File: config.mk
export PLATFORM = sky130hd
export DESIGN_NAME = uradr_rx
export DESIGN_NICKNAME = d
export VERILOG_FILES = /design/src/design/uradr_pkg.sv /design/src/design/uradr_rx.sv
export SDC_FILE = /design/constraint.sdc
export NUM_CORES = 1
export LEC_CHECK = 0
export ABC_AREA = 1
export BUFFER_PORTS_ARGS = -buffer_cell sky130_fd_sc_hd__buf_4
export CORE_UTILIZATION = 30
export DETAILED_ROUTE_END_ITERATION = 16
export PLACE_DENSITY_LB_ADDON = 0.2
export SYNTH_ARGS = -nofsm -noshare
export SYNTH_HDL_FRONTEND = slang
export SYNTH_SLANG_ARGS = --single-unit
File: constraint.sdc
create_clock -name core_clk -period 2.9 [get_ports core_clk]
set_input_delay 0 -clock core_clk [delete_from_list [all_inputs] [get_ports core_clk]]
set_output_delay 0 -clock core_clk [all_outputs]
set_load 0.02 [all_outputs]
File: src/design/uradr_pkg.sv
/*
  Constants for the serial receiver with address filtering: register
  offsets, status and mode bit positions, reset values and encodings.
  Assumes a single 250 MHz core clock and a plain strobe register port.
*/
package uradr_pkg;
  // Register word offsets on the plain port
  localparam logic [3:0] URADR_ADDR_MODE   = 4'h0;
  localparam logic [3:0] URADR_ADDR_STATUS = 4'h1;
  localparam logic [3:0] URADR_ADDR_DATA   = 4'h2;
  localparam logic [3:0] URADR_ADDR_BAUD   = 4'h3;
  localparam logic [3:0] URADR_ADDR_IRQ    = 4'h4;
  // Mode register fields
  localparam int MODE_EN_BIT    = 15;
  localparam int MODE_DATA_PARITY_SELECT_LSB = 1;
  localparam int MODE_STOP_BIT_SELECT_BIT = 0;
  // Status / control register fields
  localparam int STA_DA_BIT    = 0;
  localparam int STA_OVERRUN_FLAG_BIT  = 1;
  localparam int STA_FRAMING_ERR_FLAG_BIT  = 2;
  localparam int STA_PARITY_ERR_FLAG_BIT  = 3;
  localparam int STA_IDLE_BIT  = 4;
  localparam int STA_ADDR_DETECT_EN_BIT = 5;
  localparam int STA_ISEL_LSB  = 6;
  // Data/parity select encodings
  localparam logic [1:0] PD_8N  = 2'h0;
  localparam logic [1:0] PD_8E  = 2'h1;
  localparam logic [1:0] PD_8O  = 2'h2;
  localparam logic [1:0] PD_9N  = 2'h3;
  // Interrupt select encodings
  localparam logic [1:0] ISEL_THREE = 2'h2;
  localparam logic [1:0] ISEL_FULL  = 2'h3;
  // Oversampling and majority sample points within a bit
  localparam logic [3:0] OVS_LAST = 4'hf;
  localparam logic [3:0] SMP_A    = 4'h7;
  localparam logic [3:0] SMP_B    = 4'h8;
  localparam logic [3:0] SMP_C    = 4'h9;
  localparam logic [3:0] START_MID = 4'h7;
  // Reset values
  localparam logic [15:0] BAUD_RST = 16'h0000;
  typedef enum logic [3:0] {
    URADR_IDLE  = 4'b0001,
    URADR_START = 4'b0010,
    URADR_DATA  = 4'b0100,
    URADR_BREAK = 4'b1000
  } uradr_state_t;
endpackage : uradr_pkg

File: src/design/uradr_rx.sv
/*
  Receive half of an asynchronous serial port: 16x oversampling,
  majority vote, shift register, 4 x 9-bit FIFO with per-word error
  flags, overrun handling, selectable receive flag and address filter.
  Assumes the serial pin is asynchronous (synchronised here) and that
  software uses the one-cycle strobe register port.
*/
// The register offsets and the strobed register port are this design's own decisions.
module uradr_rx #(
  parameter int DEPTH = 4,
  parameter int WIDTH = 9
) (
  // Clock and reset
  input  wire logic        core_clk,
  input  wire logic        rst,
  // Register port
  input  wire logic [3:0]  reg_addr,
  input  wire logic [15:0] reg_wdata,
  input  wire logic        reg_wr,
  input  wire logic        reg_rd,
  output logic      [15:0] reg_rdata,
  // Serial line and receive flag
  input  wire logic        serial_in_pin,
  output logic             rx_irq_flag
);
  import uradr_pkg::*;
  localparam int PW = $clog2(DEPTH);
  localparam int CW = $clog2(DEPTH + 1);
  localparam int EW = WIDTH + 1; // word plus framing; parity re-judged

  // Software state
  logic [15:0]  mode_reg, next_mode_reg;
  logic [15:0]  baud_divisor_reg, next_baud;
  logic         addr_detect_en, next_addr_detect_en;
  logic [1:0]   rx_irq_select, next_isel;
  logic         overrun_flag, next_overrun;
  logic         irq_q, next_irq;
  logic [15:0]  rdata_q, next_rdata;
  // Receiver state
  uradr_state_t state, next_state;
  logic [15:0]  baud_cnt, next_baud_cnt;
  logic [3:0]   ovs, next_ovs;
  logic [2:0]   votes, next_votes;
  logic [3:0]   bit_idx, next_bit_idx;
  logic [WIDTH-1:0] rx_shift_reg, next_shift;
  logic         pend, next_pend;       // word held in shift register
  logic         pend_framing_err_flag, next_pend_framing_err_flag;
  // FIFO
  logic [EW-1:0] mem [DEPTH];
  logic [PW-1:0] wp, next_wp, rp, next_rp;
  logic [CW-1:0] cnt, next_cnt;
  // Synchroniser
  logic          pin_s1, pin_s2, pin_d;

  logic        module_enable, nine_bit, tick, push, pop, bit_val, par_bad;
  logic [1:0]  data_parity_select;
  logic [3:0]  last_idx, data_bits;
  logic [EW-1:0] head;
  logic [15:0] status_ctrl_reg;
  logic        ovr_set;
  assign module_enable      = mode_reg[MODE_EN_BIT];
  assign data_parity_select = mode_reg[MODE_DATA_PARITY_SELECT_LSB +: 2];
  assign nine_bit           = (data_parity_select == PD_9N);
  assign head               = mem[rp];
  assign bit_val            = (votes[0] & votes[1]) | (votes[0] & votes[2])
                            | (votes[1] & votes[2]);
  // Frame length: 8 data, +1 parity or ninth bit, +1 or 2 stop bits
  assign data_bits = (data_parity_select == PD_8N) ? 4'h8 : 4'h9;
  assign last_idx  = data_bits + (mode_reg[MODE_STOP_BIT_SELECT_BIT] ? 4'h2 : 4'h1);
  // Parity judged on the head word; meaningless in 9-bit format
  assign par_bad  = (data_parity_select == PD_8E) ? ^head[8:0]
                  : (data_parity_select == PD_8O) ? ~^head[8:0]
                  : 1'b0;
  // Status shows head flags; idle while the receiver state is URADR_IDLE
  always_comb begin
    status_ctrl_reg = '0;
    status_ctrl_reg[STA_DA_BIT]    = (cnt != '0);
    status_ctrl_reg[STA_OVERRUN_FLAG_BIT]  = overrun_flag;
    status_ctrl_reg[STA_FRAMING_ERR_FLAG_BIT]  = (cnt != '0) & head[WIDTH];
    status_ctrl_reg[STA_PARITY_ERR_FLAG_BIT]  = (cnt != '0) & par_bad;
    status_ctrl_reg[STA_IDLE_BIT]  = (state == URADR_IDLE);
    status_ctrl_reg[STA_ADDR_DETECT_EN_BIT] = addr_detect_en;
    status_ctrl_reg[STA_ISEL_LSB +: 2] = rx_irq_select;
  end

  // Two flops before the line logic; edge seen only on the second
  always_ff @(posedge core_clk) begin
    if (rst) begin
      pin_s1 <= 1'b1;
      pin_s2 <= 1'b1;
      pin_d  <= 1'b1;
    end else begin
      pin_s1 <= serial_in_pin;
      pin_s2 <= pin_s1;
      pin_d  <= pin_s2;
    end
  end
  // Divider gives the 16x oversample enable pulse
  assign tick = module_enable && (baud_cnt == '0);
  assign pop  = reg_rd && (reg_addr == URADR_ADDR_DATA) && (cnt != '0);

  // Receiver sequencing, shift register and transfer decision
  always_comb begin
    next_state     = state;
    next_baud_cnt  = baud_cnt;
    next_ovs       = ovs;
    next_votes     = votes;
    next_bit_idx   = bit_idx;
    next_shift     = rx_shift_reg;
    next_pend      = pend;
    next_pend_framing_err_flag = pend_framing_err_flag;
    push           = 1'b0;
    ovr_set        = 1'b0;
    if (module_enable) begin
      next_baud_cnt = (baud_cnt == '0) ? baud_divisor_reg : baud_cnt - 16'h1;
    end
    // A held word moves once the FIFO has room and overrun is clear
    if (pend && !overrun_flag && cnt != CW'(DEPTH)) begin
      push      = 1'b1;
      next_pend = 1'b0;
    end
    if (tick) begin
      case (state)
        URADR_IDLE: begin
          if (pin_d && !pin_s2) begin
            next_state = URADR_START;
            next_ovs   = '0;
          end
        end
        URADR_START: begin
          // Check mid start bit, then run out the whole bit period
          next_ovs = ovs + 4'h1;
          if (ovs == START_MID && pin_s2) begin
            next_state = URADR_IDLE; // glitch, not a start
          end else if (ovs == OVS_LAST) begin
            next_state   = URADR_DATA;
            next_bit_idx = '0;
            if (!pend) next_shift = '0;
          end
        end
        URADR_DATA: begin
          next_ovs = ovs + 4'h1;
          if (ovs == SMP_A) next_votes[0] = pin_s2;
          if (ovs == SMP_B) next_votes[1] = pin_s2;
          if (ovs == SMP_C) next_votes[2] = pin_s2;
          if (ovs == OVS_LAST) begin // one shift per bit period
            next_bit_idx = bit_idx + 4'h1;
            if (!pend && bit_idx < data_bits) begin // held word kept
              next_shift[bit_idx] = bit_val;
            end
            if (bit_idx == last_idx - 4'h1) begin
              next_state = bit_val ? URADR_IDLE : URADR_BREAK;
              if (pend) begin
                ovr_set = 1'b1; // later word lost while one is held
              end else if (nine_bit && addr_detect_en && !next_shift[8]) begin
                // Data word filtered out
              end else begin
                ovr_set        = (cnt == CW'(DEPTH)); // fifth word
                next_pend      = 1'b1;
                next_pend_framing_err_flag = !bit_val;
              end
            end
          end
        end
        URADR_BREAK: begin
          if (pin_s2) next_state = URADR_IDLE;
        end
        default: next_state = URADR_IDLE;
      endcase
    end
    if (!module_enable) begin
      next_state    = URADR_IDLE;
      next_pend     = 1'b0;
      next_baud_cnt = '0;
      push          = 1'b0;
    end
  end

  // FIFO pointers and occupancy; overrun clear or disable flushes
  always_comb begin
    next_wp  = wp;
    next_rp  = rp;
    next_cnt = cnt;
    if (push) next_wp = (wp == PW'(DEPTH - 1)) ? '0 : wp + PW'(1);
    if (pop)  next_rp = (rp == PW'(DEPTH - 1)) ? '0 : rp + PW'(1);
    if (push && !pop) next_cnt = cnt + CW'(1);
    if (pop && !push) next_cnt = cnt - CW'(1);
    if (!module_enable || (overrun_flag && !next_overrun)) begin
      next_wp  = '0;
      next_rp  = '0;
      next_cnt = '0;
    end
  end
  // Register writes, overrun and receive flag; hardware set beats clear
  always_comb begin
    next_mode_reg = mode_reg;
    next_baud     = baud_divisor_reg;
    next_addr_detect_en    = addr_detect_en;
    next_isel     = rx_irq_select;
    next_overrun  = overrun_flag;
    next_irq      = irq_q;
    if (reg_wr && reg_addr == URADR_ADDR_MODE) begin
      next_mode_reg = reg_wdata;
    end else if (reg_wr && reg_addr == URADR_ADDR_BAUD) begin
      next_baud = reg_wdata;
    end else if (reg_wr && reg_addr == URADR_ADDR_STATUS) begin
      next_addr_detect_en = reg_wdata[STA_ADDR_DETECT_EN_BIT];
      next_isel  = reg_wdata[STA_ISEL_LSB +: 2];
      if (!reg_wdata[STA_OVERRUN_FLAG_BIT]) next_overrun = 1'b0;
    end else if (reg_wr && reg_addr == URADR_ADDR_IRQ) begin
      next_irq = 1'b0;
    end
    if (ovr_set) next_overrun = 1'b1;
    if (push) begin
      case (rx_irq_select)
        ISEL_THREE: if (cnt + CW'(1) >= CW'(DEPTH - 1)) next_irq = 1'b1;
        ISEL_FULL:  if (cnt + CW'(1) == CW'(DEPTH)) next_irq = 1'b1;
        default:    next_irq = 1'b1;
      endcase
    end
    if (!module_enable) next_overrun = 1'b0;
  end

  // Read data answered one cycle after the strobe, zero otherwise
  always_comb begin
    next_rdata = '0;
    if (reg_rd) begin
      if (reg_addr == URADR_ADDR_MODE) begin
        next_rdata = mode_reg;
      end else if (reg_addr == URADR_ADDR_STATUS) begin
        next_rdata = status_ctrl_reg;
      end else if (reg_addr == URADR_ADDR_DATA) begin
        next_rdata = 16'(head[WIDTH-1:0]);
      end else if (reg_addr == URADR_ADDR_BAUD) begin
        next_rdata = baud_divisor_reg;
      end else if (reg_addr == URADR_ADDR_IRQ) begin
        next_rdata = {15'h0, irq_q};
      end
    end
  end

  // Word storage: an array, write only on push
  always_ff @(posedge core_clk) begin
    if (push) mem[wp] <= {pend_framing_err_flag, rx_shift_reg};
  end
  // State registers
  always_ff @(posedge core_clk) begin
    if (rst) begin
      mode_reg         <= '0;
      baud_divisor_reg <= BAUD_RST;
      addr_detect_en   <= 1'b0;
      rx_irq_select    <= '0;
      overrun_flag     <= 1'b0;
      irq_q            <= 1'b0;
      rdata_q          <= '0;
      state            <= URADR_IDLE;
      baud_cnt         <= '0;
      ovs              <= '0;
      votes            <= '0;
      bit_idx          <= '0;
      rx_shift_reg     <= '0;
      pend             <= 1'b0;
      pend_framing_err_flag        <= 1'b0;
      wp               <= '0;
      rp               <= '0;
      cnt              <= '0;
    end else begin
      mode_reg         <= next_mode_reg;
      baud_divisor_reg <= next_baud;
      addr_detect_en   <= next_addr_detect_en;
      rx_irq_select    <= next_isel;
      overrun_flag     <= next_overrun;
      irq_q            <= next_irq;
      rdata_q          <= next_rdata;
      state            <= next_state;
      baud_cnt         <= next_baud_cnt;
      ovs              <= next_ovs;
      votes            <= next_votes;
      bit_idx          <= next_bit_idx;
      rx_shift_reg     <= next_shift;
      pend             <= next_pend;
      pend_framing_err_flag        <= next_pend_framing_err_flag;
      wp               <= next_wp;
      rp               <= next_rp;
      cnt              <= next_cnt;
    end
  end

  assign reg_rdata   = rdata_q;
  assign rx_irq_flag = irq_q;
  // Checks
  property p_push_blocked;
    @(posedge core_clk) disable iff (rst)
      overrun_flag |-> !push;
  endproperty
  a_push_blocked: assert property (p_push_blocked)
    else $error("transfer into FIFO during overrun");
  property p_flush;
    @(posedge core_clk) disable iff (rst)
      ($fell(overrun_flag) && module_enable) |-> (cnt == '0);
  endproperty
  a_flush: assert property (p_flush)
    else $error("FIFO not emptied on overrun clear");
  property p_da;
    @(posedge core_clk) disable iff (rst)
      reg_rd && reg_addr == URADR_ADDR_STATUS
      |=> reg_rdata[STA_DA_BIT] == ($past(cnt) != '0);
  endproperty
  a_da: assert property (p_da)
    else $error("data-available bit wrong");
  property p_full_irq;
    @(posedge core_clk) disable iff (rst)
      (push && rx_irq_select == ISEL_FULL && cnt == CW'(DEPTH - 1) && !pop)
      |=> rx_irq_flag && cnt == CW'(DEPTH);
  endproperty
  a_full_irq: assert property (p_full_irq)
    else $error("full-level receive flag missing");
  property p_any_irq;
    @(posedge core_clk) disable iff (rst)
      (push && !rx_irq_select[1]) |=> rx_irq_flag;
  endproperty
  a_any_irq: assert property (p_any_irq)
    else $error("per-word receive flag missing");
  property p_disable;
    @(posedge core_clk) disable iff (rst)
      !module_enable |=> cnt == '0 && !overrun_flag && state == URADR_IDLE;
  endproperty
  a_disable: assert property (p_disable)
    else $error("disable did not reset receiver");
  property p_no_overflow;
    @(posedge core_clk) disable iff (rst)
      cnt <= CW'(DEPTH) && !(push && cnt == CW'(DEPTH) && !pop);
  endproperty
  a_no_overflow: assert property (p_no_overflow)
    else $error("FIFO overflow");
  property p_pop;
    @(posedge core_clk) disable iff (rst)
      (pop && !push && module_enable && !(overrun_flag && !next_overrun))
      |=> cnt == $past(cnt) - CW'(1);
  endproperty
  a_pop: assert property (p_pop)
    else $error("data read did not remove head");
endmodule : uradr_rx

==> flow_summary_export.csv, run 1 <==
group,metric,value,unit
outcome,outcome,"finished, final reports clean",
sta,final.min_clock_period,2390,ps
yosys,synthDominantCellAreaShare,30.6,%
cells_and_area,regMostFlops,"mem",
die,pin_count,42,
worst_setup_path,cp_slowest_stage_delay,400,ps
route,firstDrtPassIters,4,
worst_setup_path,worst-setup-path-type,"reg -> reg",
global_route,grt_usage,16.7,%
worst_setup_path,crit_fanout,7,
cells_and_area,largest_reg_flops,40,
die,die_w,155,µm
global_route,antenna_found_initial,0,
power_and_ir_drop,peakVddDrop,350,µV
hold_path,hp-class,"in -> reg",
global_route,grt_pass1_vias,5570,
sta,tightest_slew,885,ps
sta,fmax,419,MHz
power_and_ir_drop,p_per_area,522,nW/µm²
sta,fin_crit_sh,82.4,%
worst_setup_path,cp.depth,12,
yosys,synth_edf_count,40,
hold_path,holdPathEnd,"rx_irq_flag",
placed_design,io_buffers,41,
sta,rsz0062_at_grt,"false",
worst_setup_path,crit_slowest_cell,"ha_1",
worst_setup_path,path_cells,"inv_1 > ha_1 > nand2_1 > inv_1 > nor3_1 > inv_1 > nor2_1 > inv_1 > ha_1 > a211oi_1 > a21oi_1 > a21oi_1",
placed_design,dp_slack,534,ps
worst_setup_path,worstReg2RegEnd,"cnt[2]",
yosys,yosys_most_used_dff,"dfxtp_1",
route,antenna_left,0,
die,initial_core_util,30.7,%
worst_setup_path,arrival,2740,ps
placed_design,gp_congestion,0.814,
yosys,avgSynthCellArea,7.85,µm²
clock_network,cts_buffers,17,
sta,report.final.setup_viol,0,
worst_setup_path,critical_path_required,3250,ps
die,core,22800,µm²
sta,slew_headroom,40.8,%
cells_and_area,drive_above_1_share,11.2,%
clock_network,root_buffer,"clkbuf_16",
yosys,synthCells,892,
worst_setup_path,cpMostUsedCell,"inv_1",
global_route,met3_usage,3.00,%
clock_network,cts_setup_buffers,0,
cells_and_area,fin_cells,1283,
global_route,grt_pass1_wl,30600,µm
worst_setup_path,critPathBufInv,4,
run,max-cap-violations,0,
yosys,synth_warnings,0,
power_and_ir_drop,p_leak,3.34,nW
clock_network,clk_latency,420,ps
sta,drv_slew,0,
cells_and_area,fin_util,37.1,%
yosys,syn-num-nets,938,
cells_and_area,fillers,2376,
worst_setup_path,crit_family,"adder cells",
global_route,met1_usage,23.5,%
hold_path,hold_start,"reg_addr[3]",
worst_setup_path,r2r-start,"cnt[0]",
yosys,yosysSeqAreaShare,47.8,%
global_route,grt-ovfl-total,0,
yosys,synth-seq-cells,147,
power_and_ir_drop,power,4.41,mW
worst_setup_path,worstSetupEndpointType,"flip-flop",
yosys,synth.area.top_cells,"dfxtp_1 (31%), edfxtp_1 (17%), nand2_1 (13%)",
clock_network,clk_transition_reported_paths,60,ps
yosys,async_reset_ff_share,0,%
cells_and_area,final_nets,1004,
yosys,ys_types,44,
die,die_y,155,µm
die,num_rows,55,
hold_path,min_path_cells,5,
yosys,synth_area,7000,µm²
yosys,yosys.area.top_type,"dfxtp_1",
worst_setup_path,worstRegToRegCells,12,
clock_network,htree_num_levels,4,
route,first_iter_violations,469,
route,via_count,5940,
worst_setup_path,reg2reg_setup_slack,510,ps
die,die_area,23900,µm²
worst_setup_path,worstSetupStartpointType,"flip-flop",
cells_and_area,syn_to_final_growth,20.7,%
global_route,busiest_layer,"met2",
sta,setup_slack,511,ps
route,viasPerCell,4.63,
clock_network,clock_sinks,147,
sta,fin_setup_tns,0,ps
global_route,grt_max_degree,37,
route,wl_per_cell,14.9,µm
clock_network,tritoncts,"yes",
sta,hold_viol,0,
cells_and_area,diodes,0,
route,routed_wl,19200,µm
clock_network,clk_path_buf_depth,2,
global_route,use_met2,26.1,%
route,detail_route.drc_violations,0,
placed_design,post-dp-hpwl,13800,µm
sta,skew,8.13,ps
placed_design,dp.cells,1232,
worst min-delay path, cell delays in order:
cell and delay [ps]:
buf_4 80, nor2_1 80, nand2_1 60, nand2_1 40, a21oi_1 130
per-stage QoR:
stage,area [µm²],hold WS [ps]
floorplan,7000,104
global placement,7670,197
detailed placement,7670,198
CTS,8450,1.57
global route,8450,42.0
finish,8450,23.0
cells in the final DEF (no fill, tap or decap), drive strengths merged:
cell type	n
a21oi	90
bufinv	1
nand2	239
clkinvlp	1
o21ai	56
a221oi	3
nor2	72
o22ai	6
ha	21
xor2	11
a211oi	10
mux2i	1
o21a	1
buf	53
o211ai	2
dfxtp	107
o221ai	2
or2	3
dlygate4sd3	20
clkbuf	23
nor3	14
and2	1
nor4	2
inv	99
xnor2	6
a21boi	2
o31ai	2
edfxtp	40
mux2	1
clkinv	9
nand4	13
a2111oi	1
nand3	54
a31oi	4
layout make-up:
| cell class | count | area (µm²) | area share, % |
|---|---|---|---|
| repair buffers | 73 | 598 | 7.08 |
| multi-input cells | 617 | 3160 | 37.4 |
| inverters | 102 | 383 | 4.53 |
| well taps | 313 | 392 | 4.64 |
| flip-flops and latches | 147 | 3340 | 39.6 |
| clock buffers | 23 | 499 | 5.91 |
| clock inverters | 8 | 73.8 | 0.874 |
routing by layer:
layer / routed length, µm / vias up
li1: - / 3069
met1: 9510 / 2763
met2: 8730 / 95
met3: 718 / 13
met4: 191 / 0
met5: 0 / -
what timing repair did:
item	in CTS	in global routing
hold buffers	20	0
endpoints found under the hold margin	36	0
resized for setup	0	0
power by group:
part	total, mW	switching [mW]	internal, mW
Combinational	0.150	0.0907	0.0594
Sequential	2.11	0.00557	2.11
Clock	2.14	0.849	1.29
cell usage after synthesis (3+ instances only):
cell	count
edfxtp_1	40
xor2_1	11
nor2_2	4
inv_1	94
buf_2	6
nand2_2	3
nor2_1	65
a31oi_1	4
dfxtp_1	107
a221oi_1	3
ha_1	21
a21oi_1	90
a211oi_1	10
inv_2	3
o22ai_1	6
clkinv_1	5
or2_2	3
o21ai_0	56
nand2_1	235
nand3_1	54
nor3_2	5
nand4_1	12
xnor2_1	6
clkbuf_1	17
nor3_1	7
cell families (layout without fill, tap and decap cells):
| logic type | count (synthesis) | after routing | synth area share (%) |
|---|---|---|---|
| simple gates | 398 | 398 | 25.0 |
| compound gates | 179 | 179 | 13.9 |
| flops | 147 | 147 | 47.8 |
| buf+inv | 128 | 206 | 7.13 |
| fa+ha+maj | 21 | 21 | 3.75 |
| xor+xnor | 17 | 17 | 2.13 |
| mux | 2 | 2 | 0.304 |
worst max path at each step:
stage | endpoint | start | slack [ps]
2_1_floorplan | mem[0][0] | cnt[0] | 850
3_3_place_gp | cnt[2] | cnt[0] | 550
3_5_place_dp | cnt[2] | cnt[0] | 530
4_1_cts | cnt[2] | cnt[0] | 520
5_1_grt | cnt[2] | cnt[0] | 210
6_report | cnt[2] | cnt[0] | 510
No activity file was read; power rests on OpenSTA's default activity.
==> run 2, diff against run 1 <==
- clock period: 2.9 -> 2.1 ns (I/O delays scaled with it)
==> run 2 against run 1 <==
  * Utilization is 1.5 points higher
  * Setup slack worse by 360 ps
  * Combinational power increased by 47%
  * Critical endpoint is now bit_idx[3]
  * Largest cell class unchanged
  * Largest power group unchanged
==> flow_summary_export.csv, run 2 (synthesized netlist as in run 1, its figures left out) <==
group,metric,value,unit
global_route,grt-ovfl-total,0,
power_and_ir_drop,p_per_area,700,nW/µm²
placed_design,post-dp-hpwl,14100,µm
run,max-cap-violations,0,
clock_network,clk_path_buf_depth,2,
worst_setup_path,critical_path_required,2400,ps
sta,drv_slew,0,
clock_network,clk_transition_reported_paths,60,ps
sta,setup_slack,147,ps
worst_setup_path,crit_slowest_cell,"dfxtp_1",
placed_design,gp_congestion,0.837,
sta,hold_slack,36.9,ps
route,wl_per_cell,14.8,µm
global_route,antenna_found_initial,0,
route,routed_wl,19500,µm
hold_path,hp-class,"in -> reg",
route,detail_route.drc_violations,0,
route,via_count,6111,
power_and_ir_drop,peakVddDrop,465,µV
placed_design,dp.cells,1259,
sta,skew,12.3,ps
cells_and_area,fin_cells,1315,
sta,fin_crit_sh,93.0,%
clock_network,clock_sinks,147,
cells_and_area,layout_common_cells,"nand2_1 (235), dfxtp_1 (105), inv_1 (92)",
sta,tightest_slew,432,ps
sta,hold_viol,0,
global_route,grt_pass1_vias,5653,
clock_network,tritoncts,"yes",
worst_setup_path,worstSetupEndpointType,"flip-flop",
cells_and_area,regMostFlops,"mem",
route,antenna_left,0,
clock_network,cts_buffers,17,
die,die_area,23900,µm²
hold_path,hold_start,"reg_wr",
die,core,22800,µm²
worst_setup_path,startpoint,"baud_cnt[1]",
worst_setup_path,crit_fanout,5,
worst_setup_path,worst-setup-path-type,"reg -> reg",
die,die_y,155,µm
die,die_w,155,µm
outcome,outcome,"finished, final reports clean",
cells_and_area,drive_above_1_share,15.6,%
sta,report.final.setup_viol,0,
route,viasPerCell,4.65,
global_route,grt_pass1_wl,30600,µm
cells_and_area,fillers,2383,
global_route,grt_max_degree,26,
route,first_iter_violations,348,
die,num_rows,55,
cells_and_area,fin_util,38.6,%
worst_setup_path,cp_slowest_stage_delay,310,ps
sta,fin_setup_tns,0,ps
clock_network,clk_latency,430,ps
cells_and_area,final_nets,1035,
worst_setup_path,critPathBufInv,2,
power_and_ir_drop,p_leak,3.51,nW
placed_design,io_buffers,41,
worst_setup_path,arrival,2260,ps
clock_network,root_buffer,"clkbuf_16",
placed_design,dp_slack,42.9,ps
cells_and_area,diodes,0,
sta,slew_headroom,71.2,%
clock_network,htree_num_levels,4,
global_route,grt_usage,16.6,%
worst_setup_path,worstSetupStartpointType,"flip-flop",
worst_setup_path,r2r-start,"baud_cnt[1]",
die,initial_core_util,30.7,%
sta,final.min_clock_period,1950,ps
cells_and_area,syn_to_final_growth,25.7,%
route,firstDrtPassIters,5,
cells_and_area,largest_reg_flops,40,
worst_setup_path,path_cells,"inv_1 > ha_4 > nand2_2 > nor2_2 > nand2_2 > nor2_4 > nand2_4 > nor2_8 > nand4_4 > buf_4 > nor2_1 > xor2_1 > nor2_1",
worst_setup_path,crit_family,"simple AND/OR/NAND/NOR gates",
die,pin_count,42,
sta,fmax,512,MHz
cells_and_area,layout_commonest_cell,"nand2_1",
==> run 2: cell count changes in the layout (fill, tap and decap cells not counted), sizes merged <==
cell,previous run,this run
clkinv,9,12
buf,53,83
clkbuf,23,17
inv,99,101
nor2,72,73
bufinv,1,2
clkinvlp,1,2
==> run 2: final cells by class <==
class,instances,area [µm²],area share (%)
clock buffer,17,425,4.84
clock inverter,15,156,1.78
inverter,102,383,4.35
multi-input combinational,618,3250,36.9
sequential,147,3350,38.0
tap,313,392,4.45
timing repair buffer,103,846,9.61
==> run 2: per-layer routing <==
| metal | up-vias | track usage, % | part of all wire [%] |
|---|---|---|---|
| li1 | 3151 | - | - |
| met1 | 2825 | 23.5 | 50 |
| met2 | 119 | 25.9 | 45 |
| met3 | 16 | 2.80 | 3.7 |
| met4 | 0 | 4.67 | 1.1 |
| met5 | - | 0 | 0 |
==> run 2: where the power goes <==
group	total [mW]	switching [mW]	leakage [nW]	internal (mW)
logic	0.220	0.128	2.00	0.0925
registers	2.92	0.00766	1.23	2.91
clock network	3.02	1.26	0.279	1.76
==> run 2: what timing repair did <==
action / 4_1_cts / 5_1_grt
gates resized for setup: 0 / 37
setup buffers: 0 / 0
hold buffers: 20 / 0
hold endpoints to repair: 50 / 0
endpoints found under the setup margin: 0 / 72
==> run 2: worst reg2reg max path: stages, from the launching register on <==
cell and delay [ps]:
dfxtp_1 310, inv_1 90, ha_4 150, nand2_2 70
nor2_2 120, nand2_2 90, nor2_4 120, nand2_4 80
nor2_8 130, nand4_4 150, buf_4 190, nor2_1 110
xor2_1 170, nor2_1 50
==> run 2: path summary, 6_finish.rpt <==
check / slack (ps) / endpoint / depth (start not counted)
setup reg to reg: 150 / bit_idx[3] / 13
hold / removal: 40 / rx_irq_select[1] / 3
hold reg to reg: 420 / pin_s2 / 1
setup / recovery: 150 / bit_idx[3] / 13
==> run 2: through the flow <==
stage	power [mW]	instance area (µm²)
after floorplan	3.07	7000
after global placement	3.17	7880
after detailed placement	3.17	7880
after CTS	6.21	8660
after global routing	6.35	8800
final	6.16	8800
==> run 3, diff against run 2 <==
- BUFFER_PORTS_ARGS: -buffer_cell sky130_fd_sc_hd__buf_4 -> -buffer_cell sky130_fd_sc_hd__buf_2
==> run 3 against run 2 <==
  * Design area is 1.5% higher
  * Critical endpoint is now state[0]
  * Count of clock-buffer cells in the layout is 3 higher
  * Cell count is 1.2% higher
  * Flip-flop and latch count stayed put
  * Non-clock buffer count is 16 higher
  * Total power is 4.3% higher
  * Worst hold slack better by 19 ps
  * Clock power is 9.3% higher
  * Largest cell class unchanged
  * Register-to-register slack worse by 50 ps
==> flow_summary_export.csv, run 3 (synthesized netlist as in run 1, its figures left out) <==
group,metric,value,unit
outcome,outcome,"finished, final reports clean",
cells_and_area,diodes,0,
cells_and_area,layout_common_cells,"nand2_1 (231), dfxtp_1 (102), inv_1 (91)",
worst_setup_path,worstReg2RegEnd,"state[0]",
power_and_ir_drop,peakVddDrop,489,µV
clock_network,tritoncts,"yes",
worst_setup_path,reg2reg_setup_slack,100,ps
cells_and_area,regMostFlops,"mem",
cells_and_area,syn_to_final_growth,27.6,%
global_route,antenna_found_initial,0,
cells_and_area,fin_util,39.2,%
sta,report.final.setup_viol,0,
die,num_rows,55,
cells_and_area,drive_above_1_share,17.9,%
sta,fmax,500,MHz
sta,tightest_slew,476,ps
global_route,grt_pass1_wl,31000,µm
sta,hold_viol,0,
worst_setup_path,worstSetupStartpointType,"flip-flop",
placed_design,post-dp-hpwl,14100,µm
clock_network,clk_transition_reported_paths,60,ps
sta,hold_slack,55.6,ps
cells_and_area,largest_reg_flops,40,
route,firstDrtPassIters,4,
global_route,grt_usage,16.9,%
clock_network,clk_latency,420,ps
worst_setup_path,critical_path_required,2400,ps
sta,fin_crit_sh,95.2,%
sta,skew,7.32,ps
hold_path,hp-class,"in -> reg",
global_route,grt-ovfl-total,0,
clock_network,root_buffer,"clkbuf_16",
route,viasPerCell,4.59,
clock_network,clock_sinks,147,
cells_and_area,layout_commonest_cell,"nand2_1",
cells_and_area,ff_latch_area,3350,µm²
die,die_area,23900,µm²
route,routed_wl,19700,µm
hold_path,min_path_cells,6,
worst_setup_path,worstSetupEndpointType,"flip-flop",
die,core,22800,µm²
die,pin_count,42,
power_and_ir_drop,p_per_area,719,nW/µm²
cells_and_area,final_nets,1051,
worst_setup_path,r2r-start,"baud_cnt[0]",
power_and_ir_drop,p_leak,3.64,nW
sta,final.min_clock_period,2000,ps
route,antenna_left,0,
clock_network,htree_num_levels,4,
global_route,grt_max_degree,24,
cells_and_area,multi_input_comb_area,3280,µm²
worst_setup_path,startpoint,"baud_cnt[0]",
global_route,grt_pass1_vias,5682,
sta,fin_setup_tns,0,ps
worst_setup_path,worst-setup-path-type,"reg -> reg",
route,first_iter_violations,406,
cells_and_area,final_area,8930,µm²
placed_design,placedInstanceArea,7820,µm²
placed_design,dp.cells,1262,
route,detail_route.drc_violations,0,
die,initial_core_util,30.7,%
clock_network,cts_buffers,17,
cells_and_area,fillers,2315,
sta,slew_headroom,68.2,%
cells_and_area,fin_cells,1331,
placed_design,gp_congestion,0.813,
hold_path,holdPathEnd,"rx_irq_flag",
die,die_w,155,µm
worst_setup_path,worstRegToRegCells,12,
worst_setup_path,crit_fanout,4,
worst_setup_path,arrival,2290,ps
clock_network,clk_path_buf_depth,2,
route,via_count,6111,
placed_design,io_buffers,41,
hold_path,hold_start,"reg_addr[2]",
sta,drv_slew,0,
die,die_y,155,µm
route,wl_per_cell,14.8,µm
run,max-cap-violations,0,
==> run 3: through the flow <==
step	power, mW	setup slack [ps]
global placement	3.16	95.3
global route	6.64	-42.6
finish	6.42	102
detailed placement	3.16	58.1
CTS	6.47	23.4
floorplan	3.07	53.8
==> run 3: worst max-delay path, stage by stage (launching register included) <==
cell      delay (ps)
dfxtp_2          320
inv_2             80
ha_4             160
nand3_1          130
nor3_2           240
nand2_1          130
nor2_1           150
inv_1             80
a31oi_1          170
nand3_2          130
buf_4            160
nand2_1           50
o211ai_1          70
==> run 3: routing by layer <==
| metal | vias to the layer above | GRT usage [%] | share of wire, % |
|---|---|---|---|
| met1 | 2801 | 23.7 | 50 |
| met5 | - | 0 | 0 |
| li1 | 3174 | - | - |
| met2 | 123 | 26.2 | 45 |
| met4 | 0 | 5.14 | 1.2 |
| met3 | 13 | 3.14 | 3.9 |
==> run 3: cell type report <==
| cell class | instances | area share, % |
|---|---|---|
| flip-flops and latches | 147 | 37.6 |
| multi-input cells | 618 | 36.7 |
| repair buffers | 119 | 9.78 |
| clock buffers | 20 | 5.37 |
| well taps | 313 | 4.39 |
| inverters | 102 | 4.34 |
| clock inverters | 12 | 1.84 |
==> run 3: power breakdown <==
group	switching [mW]	internal, mW
registers	0.00809	2.91
logic	0.128	0.0807
clock network	1.26	2.04
==> run 3: what timing repair did <==
action / 4_1_cts / 5_1_grt
endpoints found under the setup margin: 0 / 76
gates resized for setup: 0 / 41
hold endpoints to repair: 44 / 0
hold buffers: 20 / 0
setup buffers: 0 / 16
==> run 3: worst max path at each step <==
stage / slack, ps / to
floorplan: 50 / mem[0][0]
global placement: 100 / cnt[2]
detailed placement: 60 / state[3]
CTS: 20 / state[3]
global route: -40 / rx_shift_reg[1]
finish: 100 / state[0]
